File: src/core/adsyn_pkg.sv
// Purpose: constants for the adaptive audio clock synthesizer registers
// Assumes: one clock domain, AXI4-Lite register access, byte-wide registers
// Notes: register byte address is four times the register index
//
// Overview of operation
// - Bits 7..0 of the 24-bit frequency word live in their own byte register.
// - Bits 15..8 of the frequency word sit in a read/write byte that resets to zero.
// - Bits 23..16 of the frequency word sit in a read/write byte that resets to zero.
// - The full 24-bit word sets the synthesizer rate that makes the master clock.
// - A 16-bit free-running counter steps once per cycle of the chosen master clock.
// - Each USB start of frame copies the counter into the snapshot with no software help.
// - The snapshot reads back as low and high read-only bytes, both resetting to zero.
// - Control bit 5 picks the counter clock: 0 primary output, 1 secondary output.
// - With the synthesizer unused, control bit 4 picks external input primary or secondary.
// - Control bit 6 enables the primary master clock output driver when set.
// - Divider bits 7..4 divide the output clock by the field value plus one.
// - Divider bits 2..0 divide the input clock by the field value plus one.
// - Control bit 2 enables both dividers; both stay idle while it is clear.
// - Reserved bits read as zero and ignore writes.

package adsyn_pkg;

   // ****************************************
   // register indices
   // ****************************************
   localparam logic [15:0] ADSYN_IDX_CTL = 16'hffe1;
   localparam logic [15:0] ADSYN_IDX_DIV = 16'hffe2;
   localparam logic [15:0] ADSYN_IDX_SNAP_HI = 16'hffe3;
   localparam logic [15:0] ADSYN_IDX_SNAP_LO = 16'hffe4;
   localparam logic [15:0] ADSYN_IDX_FRQ_HI = 16'hffe5;
   localparam logic [15:0] ADSYN_IDX_FRQ_MID = 16'hffe6;
   localparam logic [15:0] ADSYN_IDX_FRQ_LO = 16'hffe7;
   localparam logic [15:0] ADSYN_IDX_SRC = 16'hfff0;

   // ****************************************
   // field positions and writable masks
   // ****************************************
   localparam int ADSYN_CTL_OUT_EN = 6;
   localparam int ADSYN_CTL_CNT_SEL = 5;
   localparam int ADSYN_CTL_IN_SEL = 4;
   localparam int ADSYN_CTL_DIV_EN = 2;
   localparam logic [7:0] ADSYN_CTL_MASK = 8'h74;
   localparam int ADSYN_DIV_OUT_LSB = 4;
   localparam int ADSYN_DIV_IN_LSB = 0;
   localparam logic [7:0] ADSYN_DIV_MASK = 8'hf7;
   localparam int ADSYN_SRC_EXT = 0;
   localparam logic [7:0] ADSYN_SRC_MASK = 8'h01;

   // ****************************************
   // reset values
   // ****************************************
   localparam logic [7:0] ADSYN_CTL_RST = 8'h00;
   localparam logic [7:0] ADSYN_DIV_RST = 8'h00;
   localparam logic [23:0] ADSYN_FRQ_RST = 24'h000000;
   localparam logic [15:0] ADSYN_SNAP_RST = 16'h0000;
   localparam logic [7:0] ADSYN_SRC_RST = 8'h00;

   // ****************************************
   // bus responses
   // ****************************************
   localparam logic [1:0] ADSYN_RESP_OKAY = 2'h0;
   localparam logic [1:0] ADSYN_RESP_SLVERR = 2'h2;

endpackage : adsyn_pkg

File: src/core/adsyn_div.sv
// Purpose: programmable clock divider, divide by ratio plus one
// Assumes: in_tick pulses once per rising edge of in_clk
// Notes: output lags input by one aclk cycle; idle output is low

`timescale 1ns/1ps

module adsyn_div
   import adsyn_pkg::*;
(
   // clock and reset
   input wire logic aclk,
   input wire logic aresetn,
   // control
   input wire logic enable,
   input wire logic [3:0] ratio,
   // source clock
   input wire logic in_clk,
   input wire logic in_tick,
   // divided clock
   output logic out_clk,
   output logic out_tick
);

   typedef struct packed {
      logic [3:0] cnt;
      logic clk;
      logic tick;
   } adsyn_div_t;

   adsyn_div_t s_ff;
   adsyn_div_t nxt_s;

   // ****************************************
   // divide logic
   // ****************************************
   always_comb begin
      nxt_s = s_ff;
      nxt_s.tick = 1'b0;
      if (!enable) begin
         nxt_s = '0;
      end else begin
         if (in_tick) begin
            if (s_ff.cnt == ratio) begin
               nxt_s.cnt = 4'h0;
               nxt_s.tick = 1'b1;
            end else begin
               nxt_s.cnt = s_ff.cnt + 4'h1;
            end
         end
         if (ratio == 4'h0) begin
            nxt_s.clk = in_clk;
         end else begin
            nxt_s.clk = (nxt_s.cnt <= (ratio >> 1));
         end
      end
   end

   always_ff @(posedge aclk) begin
      if (!aresetn) begin
         s_ff <= '0;
      end else begin
         s_ff <= nxt_s;
      end
   end

   assign out_clk = s_ff.clk;
   assign out_tick = s_ff.tick;

endmodule // adsyn_div

File: src/core/adsyn_regs.sv
// Purpose: adaptive audio master clock synthesizer with byte registers on AXI4-Lite
// Assumes: external clock inputs and frame start are asynchronous pins
// Notes: synthesizer is a 24-bit phase accumulator stepping once per aclk

`timescale 1ns/1ps

module adsyn_regs
   import adsyn_pkg::*;
(
   // clock and reset
   input wire logic aclk,
   input wire logic aresetn,
   // axi write address
   input wire logic awvalid,
   output logic awready,
   input wire logic [31:0] awaddr,
   input wire logic [2:0] awprot,
   // axi write data
   input wire logic wvalid,
   output logic wready,
   input wire logic [31:0] wdata,
   input wire logic [3:0] wstrb,
   // axi write response
   output logic bvalid,
   input wire logic bready,
   output logic [1:0] bresp,
   // axi read address
   input wire logic arvalid,
   output logic arready,
   input wire logic [31:0] araddr,
   input wire logic [2:0] arprot,
   // axi read data
   output logic rvalid,
   input wire logic rready,
   output logic [31:0] rdata,
   output logic [1:0] rresp,
   // external clock inputs
   input wire logic master_clock_in,
   input wire logic master_clock_in_secondary,
   // usb frame start
   input wire logic usb_sof,
   // master clock outputs
   output logic master_clock_out,
   output logic master_clock_out_en,
   output logic master_clock_out_secondary
);

   typedef struct packed {
      logic [7:0] ctl;
      logic [7:0] dcfg;
      logic [7:0] src;
      logic [23:0] freq_word;
      logic [15:0] snap;
      logic [15:0] cnt;
      logic [23:0] acc;
      logic synth_d;
      logic ina_s1;
      logic ina_s2;
      logic ina_s3;
      logic inb_s1;
      logic inb_s2;
      logic inb_s3;
      logic sof_s1;
      logic sof_s2;
      logic sof_s3;
      logic mclk_o;
      logic mclk_o2;
      logic aw_got;
      logic [31:0] waddr;
      logic w_got;
      logic [7:0] wbyte;
      logic wlane;
      logic bvalid;
      logic [1:0] bresp;
      logic rvalid;
      logic [31:0] rdata;
      logic [1:0] rresp;
   } adsyn_state_t;

   localparam adsyn_state_t ADSYN_S_RST = '{
      ctl: ADSYN_CTL_RST,
      dcfg: ADSYN_DIV_RST,
      src: ADSYN_SRC_RST,
      freq_word: ADSYN_FRQ_RST,
      snap: ADSYN_SNAP_RST,
      default: '0
   };

   adsyn_state_t s_ff;
   adsyn_state_t nxt_s;

   logic div_en;
   logic ext_src;
   logic ext_clk;
   logic ext_tick;
   logic synth_clk;
   logic synth_tick;
   logic idiv_clk;
   logic idiv_tick;
   logic src_clk;
   logic src_tick;
   logic odiv_clk;
   logic odiv_tick;
   logic cnt_tick;
   logic sof_edge;
   logic aw_take;
   logic w_take;
   logic ar_take;

   // ****************************************
   // register decode
   // ****************************************
   function automatic logic hit(input logic [31:0] addr, input logic [15:0] idx);
      hit = (addr[31:2] == {14'h0000, idx}) && (addr[1:0] == 2'h0);
   endfunction

   function automatic logic mapped(input logic [31:0] addr);
      mapped = hit(addr, ADSYN_IDX_CTL) || hit(addr, ADSYN_IDX_DIV)
         || hit(addr, ADSYN_IDX_SNAP_HI) || hit(addr, ADSYN_IDX_SNAP_LO)
         || hit(addr, ADSYN_IDX_FRQ_HI) || hit(addr, ADSYN_IDX_FRQ_MID)
         || hit(addr, ADSYN_IDX_FRQ_LO) || hit(addr, ADSYN_IDX_SRC);
   endfunction

   function automatic logic [7:0] read_byte(input adsyn_state_t st, input logic [31:0] addr);
      read_byte = 8'h00;
      if (hit(addr, ADSYN_IDX_CTL)) begin
         read_byte = st.ctl & ADSYN_CTL_MASK;
      end else if (hit(addr, ADSYN_IDX_DIV)) begin
         read_byte = st.dcfg & ADSYN_DIV_MASK;
      end else if (hit(addr, ADSYN_IDX_SNAP_HI)) begin
         read_byte = st.snap[15:8];
      end else if (hit(addr, ADSYN_IDX_SNAP_LO)) begin
         read_byte = st.snap[7:0];
      end else if (hit(addr, ADSYN_IDX_FRQ_HI)) begin
         read_byte = st.freq_word[23:16];
      end else if (hit(addr, ADSYN_IDX_FRQ_MID)) begin
         read_byte = st.freq_word[15:8];
      end else if (hit(addr, ADSYN_IDX_FRQ_LO)) begin
         read_byte = st.freq_word[7:0];
      end else if (hit(addr, ADSYN_IDX_SRC)) begin
         read_byte = st.src & ADSYN_SRC_MASK;
      end
   endfunction

   // ****************************************
   // clock path
   // ****************************************
   assign div_en = s_ff.ctl[ADSYN_CTL_DIV_EN];
   assign ext_src = s_ff.src[ADSYN_SRC_EXT];

   // external input choice, read from second and third stages only
   assign ext_clk = s_ff.ctl[ADSYN_CTL_IN_SEL] ? s_ff.inb_s2 : s_ff.ina_s2;
   assign ext_tick = s_ff.ctl[ADSYN_CTL_IN_SEL] ? (s_ff.inb_s2 & ~s_ff.inb_s3)
      : (s_ff.ina_s2 & ~s_ff.ina_s3);

   assign synth_clk = s_ff.acc[23];
   assign synth_tick = s_ff.acc[23] & ~s_ff.synth_d;

   adsyn_div u_in_div (
      .aclk(aclk),
      .aresetn(aresetn),
      .enable(div_en),
      .ratio({1'b0, s_ff.dcfg[ADSYN_DIV_IN_LSB +: 3]}),
      .in_clk(ext_clk),
      .in_tick(ext_tick),
      .out_clk(idiv_clk),
      .out_tick(idiv_tick)
   );

   assign src_clk = ext_src ? idiv_clk : synth_clk;
   assign src_tick = ext_src ? idiv_tick : synth_tick;

   adsyn_div u_out_div (
      .aclk(aclk),
      .aresetn(aresetn),
      .enable(div_en),
      .ratio(s_ff.dcfg[ADSYN_DIV_OUT_LSB +: 4]),
      .in_clk(src_clk),
      .in_tick(src_tick),
      .out_clk(odiv_clk),
      .out_tick(odiv_tick)
   );

   assign cnt_tick = s_ff.ctl[ADSYN_CTL_CNT_SEL] ? (src_tick & div_en) : odiv_tick;
   assign sof_edge = s_ff.sof_s2 & ~s_ff.sof_s3;

   // ****************************************
   // bus handshakes
   // ****************************************
   assign awready = !s_ff.aw_got && !s_ff.bvalid;
   assign wready = !s_ff.w_got && !s_ff.bvalid;
   assign arready = !s_ff.rvalid;
   assign aw_take = awvalid && awready;
   assign w_take = wvalid && wready;
   assign ar_take = arvalid && arready;

   // ****************************************
   // next state
   // ****************************************
   always_comb begin
      nxt_s = s_ff;

      // synchronisers
      nxt_s.ina_s1 = master_clock_in;
      nxt_s.ina_s2 = s_ff.ina_s1;
      nxt_s.ina_s3 = s_ff.ina_s2;
      nxt_s.inb_s1 = master_clock_in_secondary;
      nxt_s.inb_s2 = s_ff.inb_s1;
      nxt_s.inb_s3 = s_ff.inb_s2;
      nxt_s.sof_s1 = usb_sof;
      nxt_s.sof_s2 = s_ff.sof_s1;
      nxt_s.sof_s3 = s_ff.sof_s2;

      // synthesizer
      nxt_s.acc = s_ff.acc + s_ff.freq_word;
      nxt_s.synth_d = s_ff.acc[23];

      // output pins
      nxt_s.mclk_o2 = src_clk & div_en;

      // cycle counter and frame snapshot
      if (cnt_tick) begin
         nxt_s.cnt = s_ff.cnt + 16'h0001;
      end
      if (sof_edge) begin
         nxt_s.snap = s_ff.cnt;
      end

      // write channel capture
      if (aw_take) begin
         nxt_s.aw_got = 1'b1;
         nxt_s.waddr = awaddr;
      end
      if (w_take) begin
         nxt_s.w_got = 1'b1;
         nxt_s.wbyte = wdata[7:0];
         nxt_s.wlane = wstrb[0];
      end

      // register write once address and data are both held
      if (s_ff.aw_got && s_ff.w_got) begin
         nxt_s.aw_got = 1'b0;
         nxt_s.w_got = 1'b0;
         nxt_s.bvalid = 1'b1;
         nxt_s.bresp = mapped(s_ff.waddr) ? ADSYN_RESP_OKAY : ADSYN_RESP_SLVERR;
         if (s_ff.wlane) begin
            if (hit(s_ff.waddr, ADSYN_IDX_CTL)) begin
               nxt_s.ctl = s_ff.wbyte & ADSYN_CTL_MASK;
            end
            if (hit(s_ff.waddr, ADSYN_IDX_DIV)) begin
               nxt_s.dcfg = s_ff.wbyte & ADSYN_DIV_MASK;
            end
            if (hit(s_ff.waddr, ADSYN_IDX_FRQ_HI)) begin
               nxt_s.freq_word[23:16] = s_ff.wbyte;
            end
            if (hit(s_ff.waddr, ADSYN_IDX_FRQ_MID)) begin
               nxt_s.freq_word[15:8] = s_ff.wbyte;
            end
            if (hit(s_ff.waddr, ADSYN_IDX_FRQ_LO)) begin
               nxt_s.freq_word[7:0] = s_ff.wbyte;
            end
            if (hit(s_ff.waddr, ADSYN_IDX_SRC)) begin
               nxt_s.src = s_ff.wbyte & ADSYN_SRC_MASK;
            end
         end
      end
      if (s_ff.bvalid && bready) begin
         nxt_s.bvalid = 1'b0;
      end

      // read channel
      if (ar_take) begin
         nxt_s.rvalid = 1'b1;
         nxt_s.rdata = {24'h000000, read_byte(s_ff, araddr)};
         nxt_s.rresp = mapped(araddr) ? ADSYN_RESP_OKAY : ADSYN_RESP_SLVERR;
      end else if (s_ff.rvalid && rready) begin
         nxt_s.rvalid = 1'b0;
      end

      // primary pin gated by the enable it will show next cycle
      nxt_s.mclk_o = odiv_clk & nxt_s.ctl[ADSYN_CTL_OUT_EN];
   end

   // ****************************************
   // state register
   // ****************************************
   always_ff @(posedge aclk) begin
      if (!aresetn) begin
         s_ff <= ADSYN_S_RST;
      end else begin
         s_ff <= nxt_s;
      end
   end

   // ****************************************
   // outputs
   // ****************************************
   assign bvalid = s_ff.bvalid;
   assign bresp = s_ff.bresp;
   assign rvalid = s_ff.rvalid;
   assign rdata = s_ff.rdata;
   assign rresp = s_ff.rresp;
   assign master_clock_out = s_ff.mclk_o;
   assign master_clock_out_en = s_ff.ctl[ADSYN_CTL_OUT_EN];
   assign master_clock_out_secondary = s_ff.mclk_o2;

endmodule // adsyn_regs

File: config.mk
export PLATFORM = sky130hd
export DESIGN_NAME = adsyn_regs
export DESIGN_NICKNAME = d
export VERILOG_FILES = /design/src/core/adsyn_pkg.sv /design/src/core/adsyn_div.sv /design/src/core/adsyn_regs.sv
export SDC_FILE = /design/constraint.sdc
export NUM_CORES = 1
export LEC_CHECK = 0
export ABC_AREA = 1
export BUFFER_PORTS_ARGS = -buffer_cell sky130_fd_sc_hd__buf_2
export CAP_MARGIN = 20
export CORE_AREA = 10 10 187 189
export DETAILED_ROUTE_END_ITERATION = 6
export DIE_AREA = 0 0 197 199
export GPL_TIMING_DRIVEN = 0
export SYNTH_ARGS = -nofsm -noshare
export SYNTH_HDL_FRONTEND = slang
export SYNTH_HIERARCHICAL = 1
export SYNTH_SLANG_ARGS = --single-unit
File: constraint.sdc
create_clock -name aclk -period 2.8 [get_ports aclk]
set_clock_uncertainty 0.05 [all_clocks]
set_input_delay 0.28 -clock aclk [delete_from_list [all_inputs] [get_ports aclk]]
set_output_delay 0.28 -clock aclk [all_outputs]
set_load 0.02 [all_outputs]
[After elaboration in Yosys (flattened, before gate mapping)]
Cells that the tools add are included.
Storage, ports and cells
  bits in latches: 0
  RAM bits: 0
  memories kept: 0
  word-level logic and storage cells: 167
  flip-flop bits (word level): 173
  memory bits (read-only): 0
  input port bits: 116
  output and inout port bits: 44
Operators by class
  shifts and indexed selects: 0
  order comparisons: 2
  $mul: 0
  bitwise logic cells: 12
  mux-type cells: 35
  div/mod/pow operators: 0
  add/subtract/negate cells: 4
  eq/ne operators: 18
  reduce and logical (&&, ||, !) cells: 58
Operators by type and width (count)
  30-bit by 16-bit equality test with 1-bit output, second input constant: 16
  47-bit two-way mux: 2
  8-bit two-way mux: 11
  24-bit adder: 1
  1-bit logical AND: 24
  4-bit two-way mux: 6
  3-bit AND reduction: 8
  16-bit by 1-bit adder with 16-bit output, second input constant: 1
  1-bit logical OR: 14
  1-bit two-way mux: 13
  4-bit by 1-bit adder with 4-bit output, second input constant: 2
  4-bit logical NOT: 2
  1-bit AND: 7
  7-bit two-way mux: 1
  1-bit inverter: 5
  4-bit by 3-bit equality test with 1-bit output: 1
  4-bit equality test: 1
  4-bit by 2-bit <= comparator with 1-bit output: 1
  4-bit by 3-bit <= comparator with 1-bit output: 1
  1-bit logical NOT: 4
  2-bit logical NOT: 2
  2-bit two-way mux: 2
  2-bit OR reduction: 2
  2-bit AND reduction: 1
  2-bit nonzero test: 1

[Depth between registers and ports, before layout]
Gate-level depths: netlist of run 1.
  depth in word-level cells: 10
  depth in mapped cells: 15

[Cells and area by module]
The synthesis of run 1 kept the hierarchy.
Modules (own cells, without submodules)
  adsyn_regs: times used 1, area each 8338.0 µm², seq. area each 3183.1 µm², cells an instance 1192
  adsyn_div: times used 2, area each 455.4 µm², seq. area each 120.1 µm², cells an instance 71

[Worst setup path after synthesis of run 1]
OpenSTA, ideal clock, no wires.
  path kind: flip-flop to flip-flop
  from: reg s_ff[193] (netlist bit)
  to: reg u_in_div.s_ff, in the netlist u_in_div/out_clk
  library setup time: 67 ps
  data required time: 2683 ps
  buffers on the path: 0
  data arrival time: 1998 ps
  cell stages (with the launch flop): 13
  slack: 686 ps
  cells stage by stage: dfxtp_1 -> o32ai_1 -> nor2_1 -> a31oi_1 -> inv_1 -> ha_1 -> nand2_1 -> nand2_1 -> nand2_1 -> nand2_1 -> a21oi_1 -> nand2_1 -> a21oi_2
Between the ends
  longest elaborated chain between the ends: 5
  elaborated cells between the ends (all ways): 6
  classes of those cells: 1 x order compare; 5 x mux
RTL lines
  from (decl): RTL line adsyn_regs.sv:89  | adsyn_state_t s_ff;
  from (signal assigned): RTL line adsyn_regs.sv:291  | s_ff <= nxt_s;
  1-bit two-way mux: RTL line adsyn_regs.sv:153  | assign ext_tick = s_ff.ctl[ADSYN_CTL_IN_SEL] ? (s_ff.inb_s2 & ~s_ff.inb_s3)
  via ext_tick: RTL line adsyn_regs.sv:95  | logic ext_tick;
  4-bit two-way mux: RTL line adsyn_div.sv:42  | if (in_tick) begin
  4-bit two-way mux: RTL line adsyn_div.sv:39  | if (!enable) begin
  4-bit by 2-bit <= comparator with 1-bit output: RTL line adsyn_div.sv:53  | nxt_s.clk = (nxt_s.cnt <= (ratio >> 1));
  1-bit two-way mux: RTL line adsyn_div.sv:50  | if (ratio == 4'h0) begin
  to (signal assigned): RTL line adsyn_div.sv:62  | s_ff <= nxt_s;
  to (decl): RTL line adsyn_div.sv:30  | adsyn_div_t s_ff;
The timed path passes the listed nets, and every way through them passes these cells. The select of a mux whose other input is x is not followed.
A chain may end at the register's enable or synchronous reset.

[Worst setup path after layout of run 1]
  from: reg s_ff[149] (netlist bit)
  to: reg s_ff[111] (netlist bit)
Between the ends
  longest elaborated chain between the ends: 1
RTL lines
  24-bit adder: RTL line adsyn_regs.sv:215  | nxt_s.acc = s_ff.acc + s_ff.freq_word;
No other way between the ends.

==> results of run 1 <==
[layout make-up]
class	instances	area [um2]	share of cell area
Multi-Input combinational cell	959	4910	0.448
Tap cell	402	503	0.0458
Inverter	163	612	0.0558
Clock inverter	15	160	0.0146
Clock buffer	17	425	0.0388
Buffer	68	403	0.0367
Sequential cell	171	3420	0.312
Timing Repair Buffer	103	536	0.0488
[cell families (layout without fill, tap and decap cells)]
logic type,Yosys count,in the layout,synth area share
compound gates,312,312,0.182
fa+ha+maj,33,33,0.0455
flops,171,171,0.370
simple gates,577,577,0.284
xor+xnor,9,9,0.00852
buf+inv,231,366,0.110
other cells,1,28,0.000405
[per-layer routing]
| layer | part of all wire | routed length, um |
|---|---|---|
| met5 | 0 | 0 |
| met4 | 0.021 | 561 |
| met3 | 0.077 | 2110 |
| met2 | 0.43 | 11600 |
| met1 | 0.48 | 13000 |
[final timing paths]
check | from | end | slack (ns) | depth (start not counted)
worst max register to register | s_ff[149] | s_ff[111] | 0.33 | 10
worst max-delay path | s_ff[149] | s_ff[111] | 0.33 | 10
worst min register to register | nxt_s[87] | nxt_s[86] | 0.36 | 2
worst min-delay path | awaddr[28] | s_ff[76] | 0.03 | 3
[where the power goes]
group | switching (mW) | internal [mW] | total (mW)
Combinational | 0.345 | 0.190 | 0.536
Sequential | 0.0650 | 2.52 | 2.58
Clock | 1.10 | 1.26 | 2.35
[sequential cells by signal, summed over array words and instances (netlist names), 4 cells and up]
register        count
s_ff              135
u_out_div/s_ff      4
u_in_div/s_ff       4
nxt_s               7
rdata               8
[through the flow]
step	setup slack, ns	hold WS, ns
CTS	0.350	0.0209
global placement	0.372	0.347
detailed placement	0.380	0.348
finish	0.331	0.0254
global route	0.0769	0.0600
floorplan	0.686	0.328
[worst max-delay path: cells and delay by family, from the launching register on]
| kind | cells | cell delay, ns |
|---|---|---|
| and+or+nand+nor | 2 | 0.22 |
| buffers and inverters | 1 | 0.15 |
| AOI/OAI and AO/OA | 5 | 0.92 |
| DFF | 1 | 0.38 |
| adders and majority gates | 2 | 0.71 |
[cell usage in the layout (no fill, tap or decap), types with 3 or more instances in the layout]
cell and n:
a211oi_1 3, a21boi_1 3, a21o_1 5, a21oi_1 132, a21oi_2 3, a31oi_1 3, buf_2 100, buf_4 37
clkbuf_1 29, clkbuf_16 17, clkinv_4 3, clkinvlp_4 3, conb_1 28, dfxtp_1 171, dlygate4sd3_1 4, ha_1 32
inv_1 157, inv_2 6, inv_6 3, inv_8 3, nand2_1 230, nand2_2 11, nand3_1 57, nand3_2 3
nand3b_1 4, nand4_1 21, nor2_1 190, nor2_2 8, nor2_4 7, nor3_1 18, nor3_4 4, nor3b_1 3
nor4_1 9, o211ai_1 4, o21a_1 8, o21ai_0 106, o21ai_1 29, o21bai_1 6, xor2_1 8
==> reports/qor.yml, run 1 <==
yosysMostFrequentCell: "nand2_1"
cts.sinks: 171
critPathCaptureType: "register"
h-tree-depth: 4
die_height_um: 199
viasPerCell: 4.71
grt_overflow_total: 0
hold_path_class: "input pin to register"
finalPower_mw: 5.47
cts.repair.resized: 0
crit_path_top_delay_cell: "fa_1"
final_util: 0.351
worstPathMaxFanout: 4
wl_um: 27200
core-area_um2: 31200
fin_tns_setup_ns: 0
maxCapViolCount: 0
antenna_cells: 0
start_util: 0.296
grt_most_used_layer: "met2"
drt-initial-drc-count: 680
synth_edf_count: 0
hold_viol_final: 0
final_nets: 1632
synth_warnings: 6
synth-seq-cells: 171
final_cells: 1898
avgSynthCellArea_um2: 6.93
die_x_um: 197
maxClockFrequency_ghz: 0.405
run_status: "complete, no violations"
critPathLaunchType: "register"
cts_root_buf: "clkbuf_16"
synth-main-ff-cell: "dfxtp_1"
critical_path_arrival_ns: 2.81
fin_crit_sh: 0.882
irDropWorstVdd_v: 0.000387
synthTopCellsByCount: "230 x nand2_1, 190 x nor2_1, 171 x dfxtp_1"
crit_chain: "ha_1 -> fa_1 -> nand3_1 -> nand2_1 -> a21boi_0 -> inv_1 -> a21oi_1 -> o21bai_1 -> a21oi_1 -> o21a_1"
setup_violations: 0
cts_tree: "built"
powerDensity_nw_per_um2: 499
grt_max_degree: 18
row_count: 65
drive_gt1_frac: 0.152
detail_route.wl_per_cell_um: 14.3
worst_pin_slew_ns: 0.949
ant_nets: 0
crit_top_cell: "a21oi_1"
critPathKind: "register to register"
grt_pass1_wl_um: 43100
n_fill_cell: 3399
cts-hold-fix-buffers: 4
synth_area_leaders: "dfxtp_1 37%, nand2_1 9.3%, nor2_1 7.7%"
ys_seq_area_frac: 0.370
worstSkewPairLatency_ns: 0.45
p_leak_nw: 4.90
dpl.cell_count: 1862
synth_top_area_frac: 0.370
route.detailed.drc: 0
vias: 8938
grt_util_all_layers: 0.137
antenna_found_initial: 0
path_clk_slew_ns: 0.07
cts_buffers: 17
grt_util_met2: 0.209
critPathMaxStageDelay_ns: 0.44
slew_violations: 0
relSlewSlack: 0.368
floorplan.die_area_um2: 39200
use_met3: 0.0331
area_growth_syn_to_layout_pct: 18.7
fin_crit_ns: 2.47
worstPathRequired_ns: 3.14
use_met1: 0.185
netlist_area_um2: 9250
routabilityCongestion: 0.904
syn_inst: 1334
io_pins: 160
hpwl_um: 21900
fin_area_um2: 11000
drt_pass1_iterations: 6
port-buffer-count: 99
rsz0062_at_grt: "false"
async_reset_ff_frac: 0
post_dp_cell_area_um2: 10300
yosys.area.top_type: "dfxtp_1"
ys_types: 53
cts_buffer_depth: 2
grt_pass1_vias: 8304
post_cts_buffers: 0
Note: power is estimated with default switching activity, not from simulation.
==> run 2: changes to the inputs <==
Settings changed: ABC_AREA 1 to not set, CORE_AREA 10 10 187 189 to 10 10 177 179, DIE_AREA 0 0 197 199 to 0 0 187 189.
Clock period 2.8 ns to 2.35 ns, I/O delays scaled along.
==> reports/qor.yml, run 2 <==
r2r_end: "s_ff[109]"
maxCapViolCount: 0  # unchanged
final_cells: 1533  # -19%
synthMuxAreaShare: 0.0729  # +0.0729
antenna_cells: 0  # unchanged
grt_pass1_wl_um: 36300  # -16%
grt_util_all_layers: 0.124  # -0.0130
hold_viol_final: 0  # unchanged
critPathCaptureType: "register"
core-area_um2: 27600  # -12%
netlist_area_um2: 8170  # -12%
worstSkewPairLatency_ns: 0.43  # -0.02 ns
synth_compound_area_frac: 0.130  # -0.0527
grt_max_degree: 17  # -1
fin_ws_ns: -0.0407  # -0.372 ns
hold-path-endpoint: "s_ff[51]"
fin_crit_ns: 2.39  # -0.0783 ns
critPathKind: "register to register"
holdCritStartpoint: "awaddr[3]"
critPathLaunchType: "register"
run_status: "complete, but fails checks"
async_reset_ff_frac: 0  # unchanged
cts_buffers: 17  # unchanged
detail_route.wl_per_cell_um: 14.7  # +2.8%
yosys.area_share.simple: 0.220  # -0.0636
setup_violations: 2  # +2
yosysMostFrequentCell: "dfxtp_1"
final_cell_mix: "164 x dfxtp_1, 151 x nand2_1, 102 x buf_2"
ant_nets: 0  # unchanged
area_growth_syn_to_layout_pct: 29.9
r2r_slack_ns: -0.04  # -0.37 ns
critical_path_arrival_ns: 2.70  # -0.11 ns
row_count: 61  # -6.2%
largest-register: "s_ff"
post-place-ws_ns: -0.277  # -0.658 ns
synthAdderAreaFrac: 0.0515  # +0.00600
wl_um: 22600  # -17%
hold_ws_ns: 0.00974  # -0.0156 ns
worst_pin_slew_ns: 0.713  # -0.236 ns
die_x_um: 187  # -5.1%
synth_area_leaders: "dfxtp_1 42%, nand2_1 7.0%, mux2i_1 5.6%"
fin_crit_sh: 1.02  # +0.136
h-tree-depth: 4  # unchanged
irDropWorstVdd_v: 0.000399  # +2.9%
port-buffer-count: 100  # +1.0%
rsz0062_at_grt: "true"
powerDensity_nw_per_um2: 607  # +22%
synth_top_area_frac: 0.419  # +0.0489
hold_path_class: "input pin to register"
slew_violations: 0  # unchanged
ys_types: 60  # +13%
r2r_cells: 10  # unchanged
io_pins: 160  # unchanged
vias: 7098  # -21%
cts.sinks: 171  # unchanged
relSlewSlack: 0.525  # +0.157
drive_gt1_frac: 0.221  # +0.0690
grt_overflow_total: 0  # unchanged
seq_area_um2: 3430  # +0.33%
die_height_um: 189  # -5.0%
synth-seq-cells: 171  # unchanged
synthTopCellsByCount: "171 x dfxtp_1, 152 x nand2_1, 91 x nor2_1"
p_leak_nw: 4.48  # -8.6%
grt_pass1_vias: 6981  # -16%
antenna_found_initial: 1  # +1
ys_seq_area_frac: 0.419  # +0.0489
drt-initial-drc-count: 370  # -46%
synth_warnings: 6  # unchanged
hpwl_um: 16800  # -23%
dpl.cell_count: 1444  # -22%
fin_tns_setup_ns: -0.0688  # -0.0688 ns
viasPerCell: 4.63  # -1.7%
cts_root_buf: "clkbuf_16"
maxClockFrequency_ghz: 0.418  # +3.3%
path_clk_slew_ns: 0.07  # about the same
drt_pass1_iterations: 5  # -1
synth_top_family_by_area: "simple AND/OR/NAND/NOR gates"
whs_path_depth: 3  # unchanged
rr_startpoint: "s_ff[149]"
multi_input_area_um2: 4590  # -6.6%
start_util: 0.296  # -0.000438
floorplan.die_area_um2: 35300  # -9.8%
synth_edf_count: 0  # unchanged
cts_tree: "built"
synthXorXnorAreaFrac: 0.0472  # +0.0386
yosys.area.top_type: "dfxtp_1"
route.detailed.drc: 0  # unchanged
worstPathRequired_ns: 2.66  # -0.48 ns
routabilityCongestion: 0.869  # -3.8%
final_nets: 1291  # -21%
synth-main-ff-cell: "dfxtp_1"
violations: "negative setup slack"
syn_inst: 938  # -30%
n_fill_cell: 2804  # -18%
avgSynthCellArea_um2: 8.71  # +26%
cts_buffer_depth: 2  # unchanged
largest_register_ffs: 135  # unchanged
final_common_cell: "dfxtp_1"
worstPathMaxFanout: 3  # -1
## run 2: how the worst max path moves through the flow
stage	cells after the start	end	startpoint	slack (ns)
6_report	10	s_ff[109]	s_ff[149]	-0.04
5_1_grt	10	s_ff[109]	s_ff[149]	-0.13
4_1_cts	10	s_ff[109]	s_ff[149]	-0.13
3_5_place_dp	10	s_ff[109]	s_ff[149]	-0.28
3_3_place_gp	9	s_ff[132]	ext_src	-0.25
2_1_floorplan	10	s_ff[109]	s_ff[149]	0.01
## run 2: routing by layer
layer,vias up,track usage,share of wire
met3,17,0.0281,0.044
li1,3581,-,-
met1,3342,0.163,0.49
met4,0,0.0301,0.0090
met2,158,0.203,0.46
met5,-,0,0
## run 2: critical path: stages, from the launching register on
cell and delay [ns]:
dfxtp_4 0.35, ha_4 0.16, fa_2 0.35, a211oi_2 0.22, o21bai_2 0.10, a31o_4 0.25, a31oi_4 0.19, o21bai_1 0.12
a21o_1 0.18, a21oi_2 0.16, mux2i_1 0.18
## run 2: final cells by class
class | instances | share of cell area
Clock inverter | 12 | 0.0131
Clock buffer | 20 | 0.0440
Tap cell | 378 | 0.0446
Timing Repair Buffer | 157 | 0.0962
Sequential cell | 171 | 0.324
Inverter | 20 | 0.00707
Multi-Input combinational cell | 703 | 0.432
Buffer | 72 | 0.0391
## run 2: metrics by stage
| stage | instance area (um2) | utilization | power, mW |
|---|---|---|---|
| 4_1_cts | 10400 | 0.377 | 6.48 |
| 2_1_floorplan | 8300 | - | 3.38 |
| 3_3_place_gp | 9270 | 0.335 | 3.56 |
| 5_1_grt | 10600 | 0.384 | 6.69 |
| 3_5_place_dp | 9270 | 0.335 | 3.57 |
| 6_report | 10600 | 0.384 | 6.45 |
## run 2: kinds of logic (layout without fill, tap and decap cells)
family | Yosys count | count (layout)
other | 1 | 29
adders and majority gates | 33 | 33
and+or+nand+nor | 372 | 372
muxes | 53 | 53
xor gates and xnor gates | 44 | 44
buffers and inverters | 92 | 281
AOI/OAI and AO/OA | 172 | 172
DFF | 171 | 171
## run 2: power breakdown
group | internal (mW) | switching [mW]
sequential | 2.96 | 0.0622
clock | 1.66 | 1.22
combinational | 0.232 | 0.309
total | 4.85 | 1.59
## run 2: timing repair
| item | 4_1_cts | 5_1_grt |
|---|---|---|
| endpoints found under the setup margin | 26 | 33 |
| setup buffers | 10 | 10 |
| endpoints found under the hold margin | 37 | 0 |
| hold buffers | 37 | 0 |
| pin swaps | 12 | 22 |
| gates resized for setup | 19 | 31 |
==> run 3: changes to the inputs <==
Settings changed: ABC_AREA set to 1, CORE_AREA 10 10 177 179 to 10 10 187 189, DIE_AREA 0 0 187 189 to 0 0 197 199.
==> reports/qor.yml, run 3 (synthesized netlist as in run 1, its figures left out) <==
grt_util_all_layers: 0.138  # +0.0135
r2r_cells: 10  # unchanged
grt_max_degree: 18  # +1
maxCapViolCount: 0  # unchanged
floorplan.die_area_um2: 39200  # +11%
holdCritStartpoint: "awaddr[9]"
hold-path-endpoint: "s_ff[57]"
critical_path_arrival_ns: 2.53  # -0.17 ns
rr_startpoint: "s_ff[149]"
core-area_um2: 31200  # +13%
viasPerCell: 4.73  # +2.1%
io_pins: 160  # unchanged
grt_overflow_total: 0  # unchanged
cts.sinks: 171  # unchanged
antenna_found_initial: 0  # -1
irDropWorstVdd_v: 0.000456  # +14%
worstSkewPairLatency_ns: 0.44  # about the same
cts_buffers: 17  # unchanged
relSlewSlack: 0.388  # -0.136
internal_power_mw: 4.73  # -2.5%
port-buffer-count: 99  # -1.0%
swShare: 0.275  # +0.0282
seq_area_um2: 3420  # -0.33%
drt-initial-drc-count: 655  # +77%
routabilityCongestion: 0.904  # +4.0%
vias: 9018  # +27%
final_common_cell: "nand2_1"
power.share.clock: 0.430  # -0.017
row_count: 65  # +6.6%
area_growth_syn_to_layout_pct: 20.1
multi_input_area_um2: 4970  # +8.2%
drt_pass1_iterations: 6  # +1
ant_nets: 0  # unchanged
critPathCaptureType: "register"
fin_crit_sh: 0.935  # -0.0822
cts_tree: "built"
final_nets: 1641  # +27%
drive_gt1_frac: 0.156  # -0.0646
n_fill_cell: 3379  # +21%
grt_pass1_wl_um: 43300  # +19%
wl_um: 27300  # +21%
hold_viol_final: 0  # unchanged
final_cell_mix: "230 x nand2_1, 190 x nor2_1, 171 x dfxtp_1"
grt_pass1_vias: 8357  # +20%
whs_path_depth: 3  # unchanged
hpwl_um: 21900  # +30%
worstPathMaxFanout: 4  # +1
largest-register: "s_ff"
die_height_um: 199  # +5.3%
maxClockFrequency_ghz: 0.455  # +8.8%
setup_violations: 0  # -2
worstPathRequired_ns: 2.69  # +0.03 ns
worst_pin_slew_ns: 0.917  # +0.205 ns
critPathLaunchType: "register"
path_clk_slew_ns: 0.07  # about the same
run_status: "complete, no violations"
r2r_slack_ns: 0.15  # +0.19 ns
p_leak_nw: 4.96  # +11%
h-tree-depth: 4  # unchanged
r2r_end: "s_ff[111]"
start_util: 0.296  # +0.000438
die_x_um: 197  # +5.3%
hold_ws_ns: 0.0108  # +0.00102 ns
route.detailed.drc: 0  # unchanged
switchingPower_mw: 1.80  # +13%
largest_register_ffs: 135  # unchanged
detail_route.wl_per_cell_um: 14.3  # -2.8%
critPathKind: "register to register"
hold_path_class: "input pin to register"
power_frac_comb: 0.099  # +0.015
powerDensity_nw_per_um2: 588  # -3.2%
fin_crit_ns: 2.20  # -0.193 ns
fin_tns_setup_ns: 0  # +0.0688 ns
power_frac_seq: 0.471  # +0.002
cts_root_buf: "clkbuf_16"
cts_buffer_depth: 2  # unchanged
antenna_cells: 0  # unchanged
slew_violations: 0  # unchanged
[run 3: how the worst max path moves through the flow]
stage / depth (start not counted) / from / endpoint
5_1_grt: 14 / ext_src / u_out_div/out_clk
4_1_cts: 10 / s_ff[149] / s_ff[111]
3_3_place_gp: 10 / s_ff[149] / s_ff[111]
6_report: 10 / s_ff[149] / s_ff[111]
2_1_floorplan: 12 / s_ff[193] / u_in_div/out_clk
3_5_place_dp: 10 / s_ff[149] / s_ff[111]
[run 3: metal layers]
layer,vias up,global-route usage,share of wire
met5,-,0,0
met3,28,0.0331,0.080
li1,4648,-,-
met1,4035,0.185,0.47
met2,307,0.210,0.43
met4,0,0.0476,0.019
[run 3: final cells by class]
type,count,area share
multi-input combinational,959,0.447
sequential,171,0.308
timing repair buffer,112,0.0556
inverter,163,0.0551
tap,402,0.0453
clock buffer,17,0.0383
buffer,68,0.0363
clock inverter,15,0.0144
[run 3: through the flow]
step	std cells	utilization	setup WS, ns	instance area (um2)	total power, mW
detailed placement	1862	0.331	-0.0695	10300	3.77
finish	1907	0.356	0.152	11100	6.53
global placement	1862	0.331	-0.0775	10300	3.76
floorplan	1361	-	0.236	9350	3.54
CTS	1904	0.354	0.0491	11000	6.59
global route	1907	0.356	-0.000276	11100	6.81
[run 3: power by group through the flow]
stage | Combinational, mW | Sequential [mW] | Clock, mW
6_report | 0.647 | 3.08 | 2.80
5_1_grt | 0.733 | 3.09 | 2.98
4_1_cts | 0.643 | 3.08 | 2.87
3_5_place_dp | 0.628 | 3.14 | 0
3_3_place_gp | 0.620 | 3.14 | 0
2_1_floorplan | 0.424 | 3.12 | 0
[run 3: repair_timing]
item | in CTS | in global routing
endpoints found under the setup margin | 2 | 13
hold buffers | 10 | 0
resized for setup | 3 | 8
buffers inserted | 0 | 3
pin swaps | 0 | 2
endpoints found under the hold margin | 10 | 0
[run 3: critical path, stage by stage (launching register included)]
cell      delay, ns
dfxtp_1        0.38
ha_1           0.27
fa_2           0.39
nand3_1        0.09
nand2_1        0.14
a21boi_2       0.17
inv_1          0.12
a21oi_2        0.18
o21bai_1       0.09
a21oi_1        0.13
o21a_1         0.14
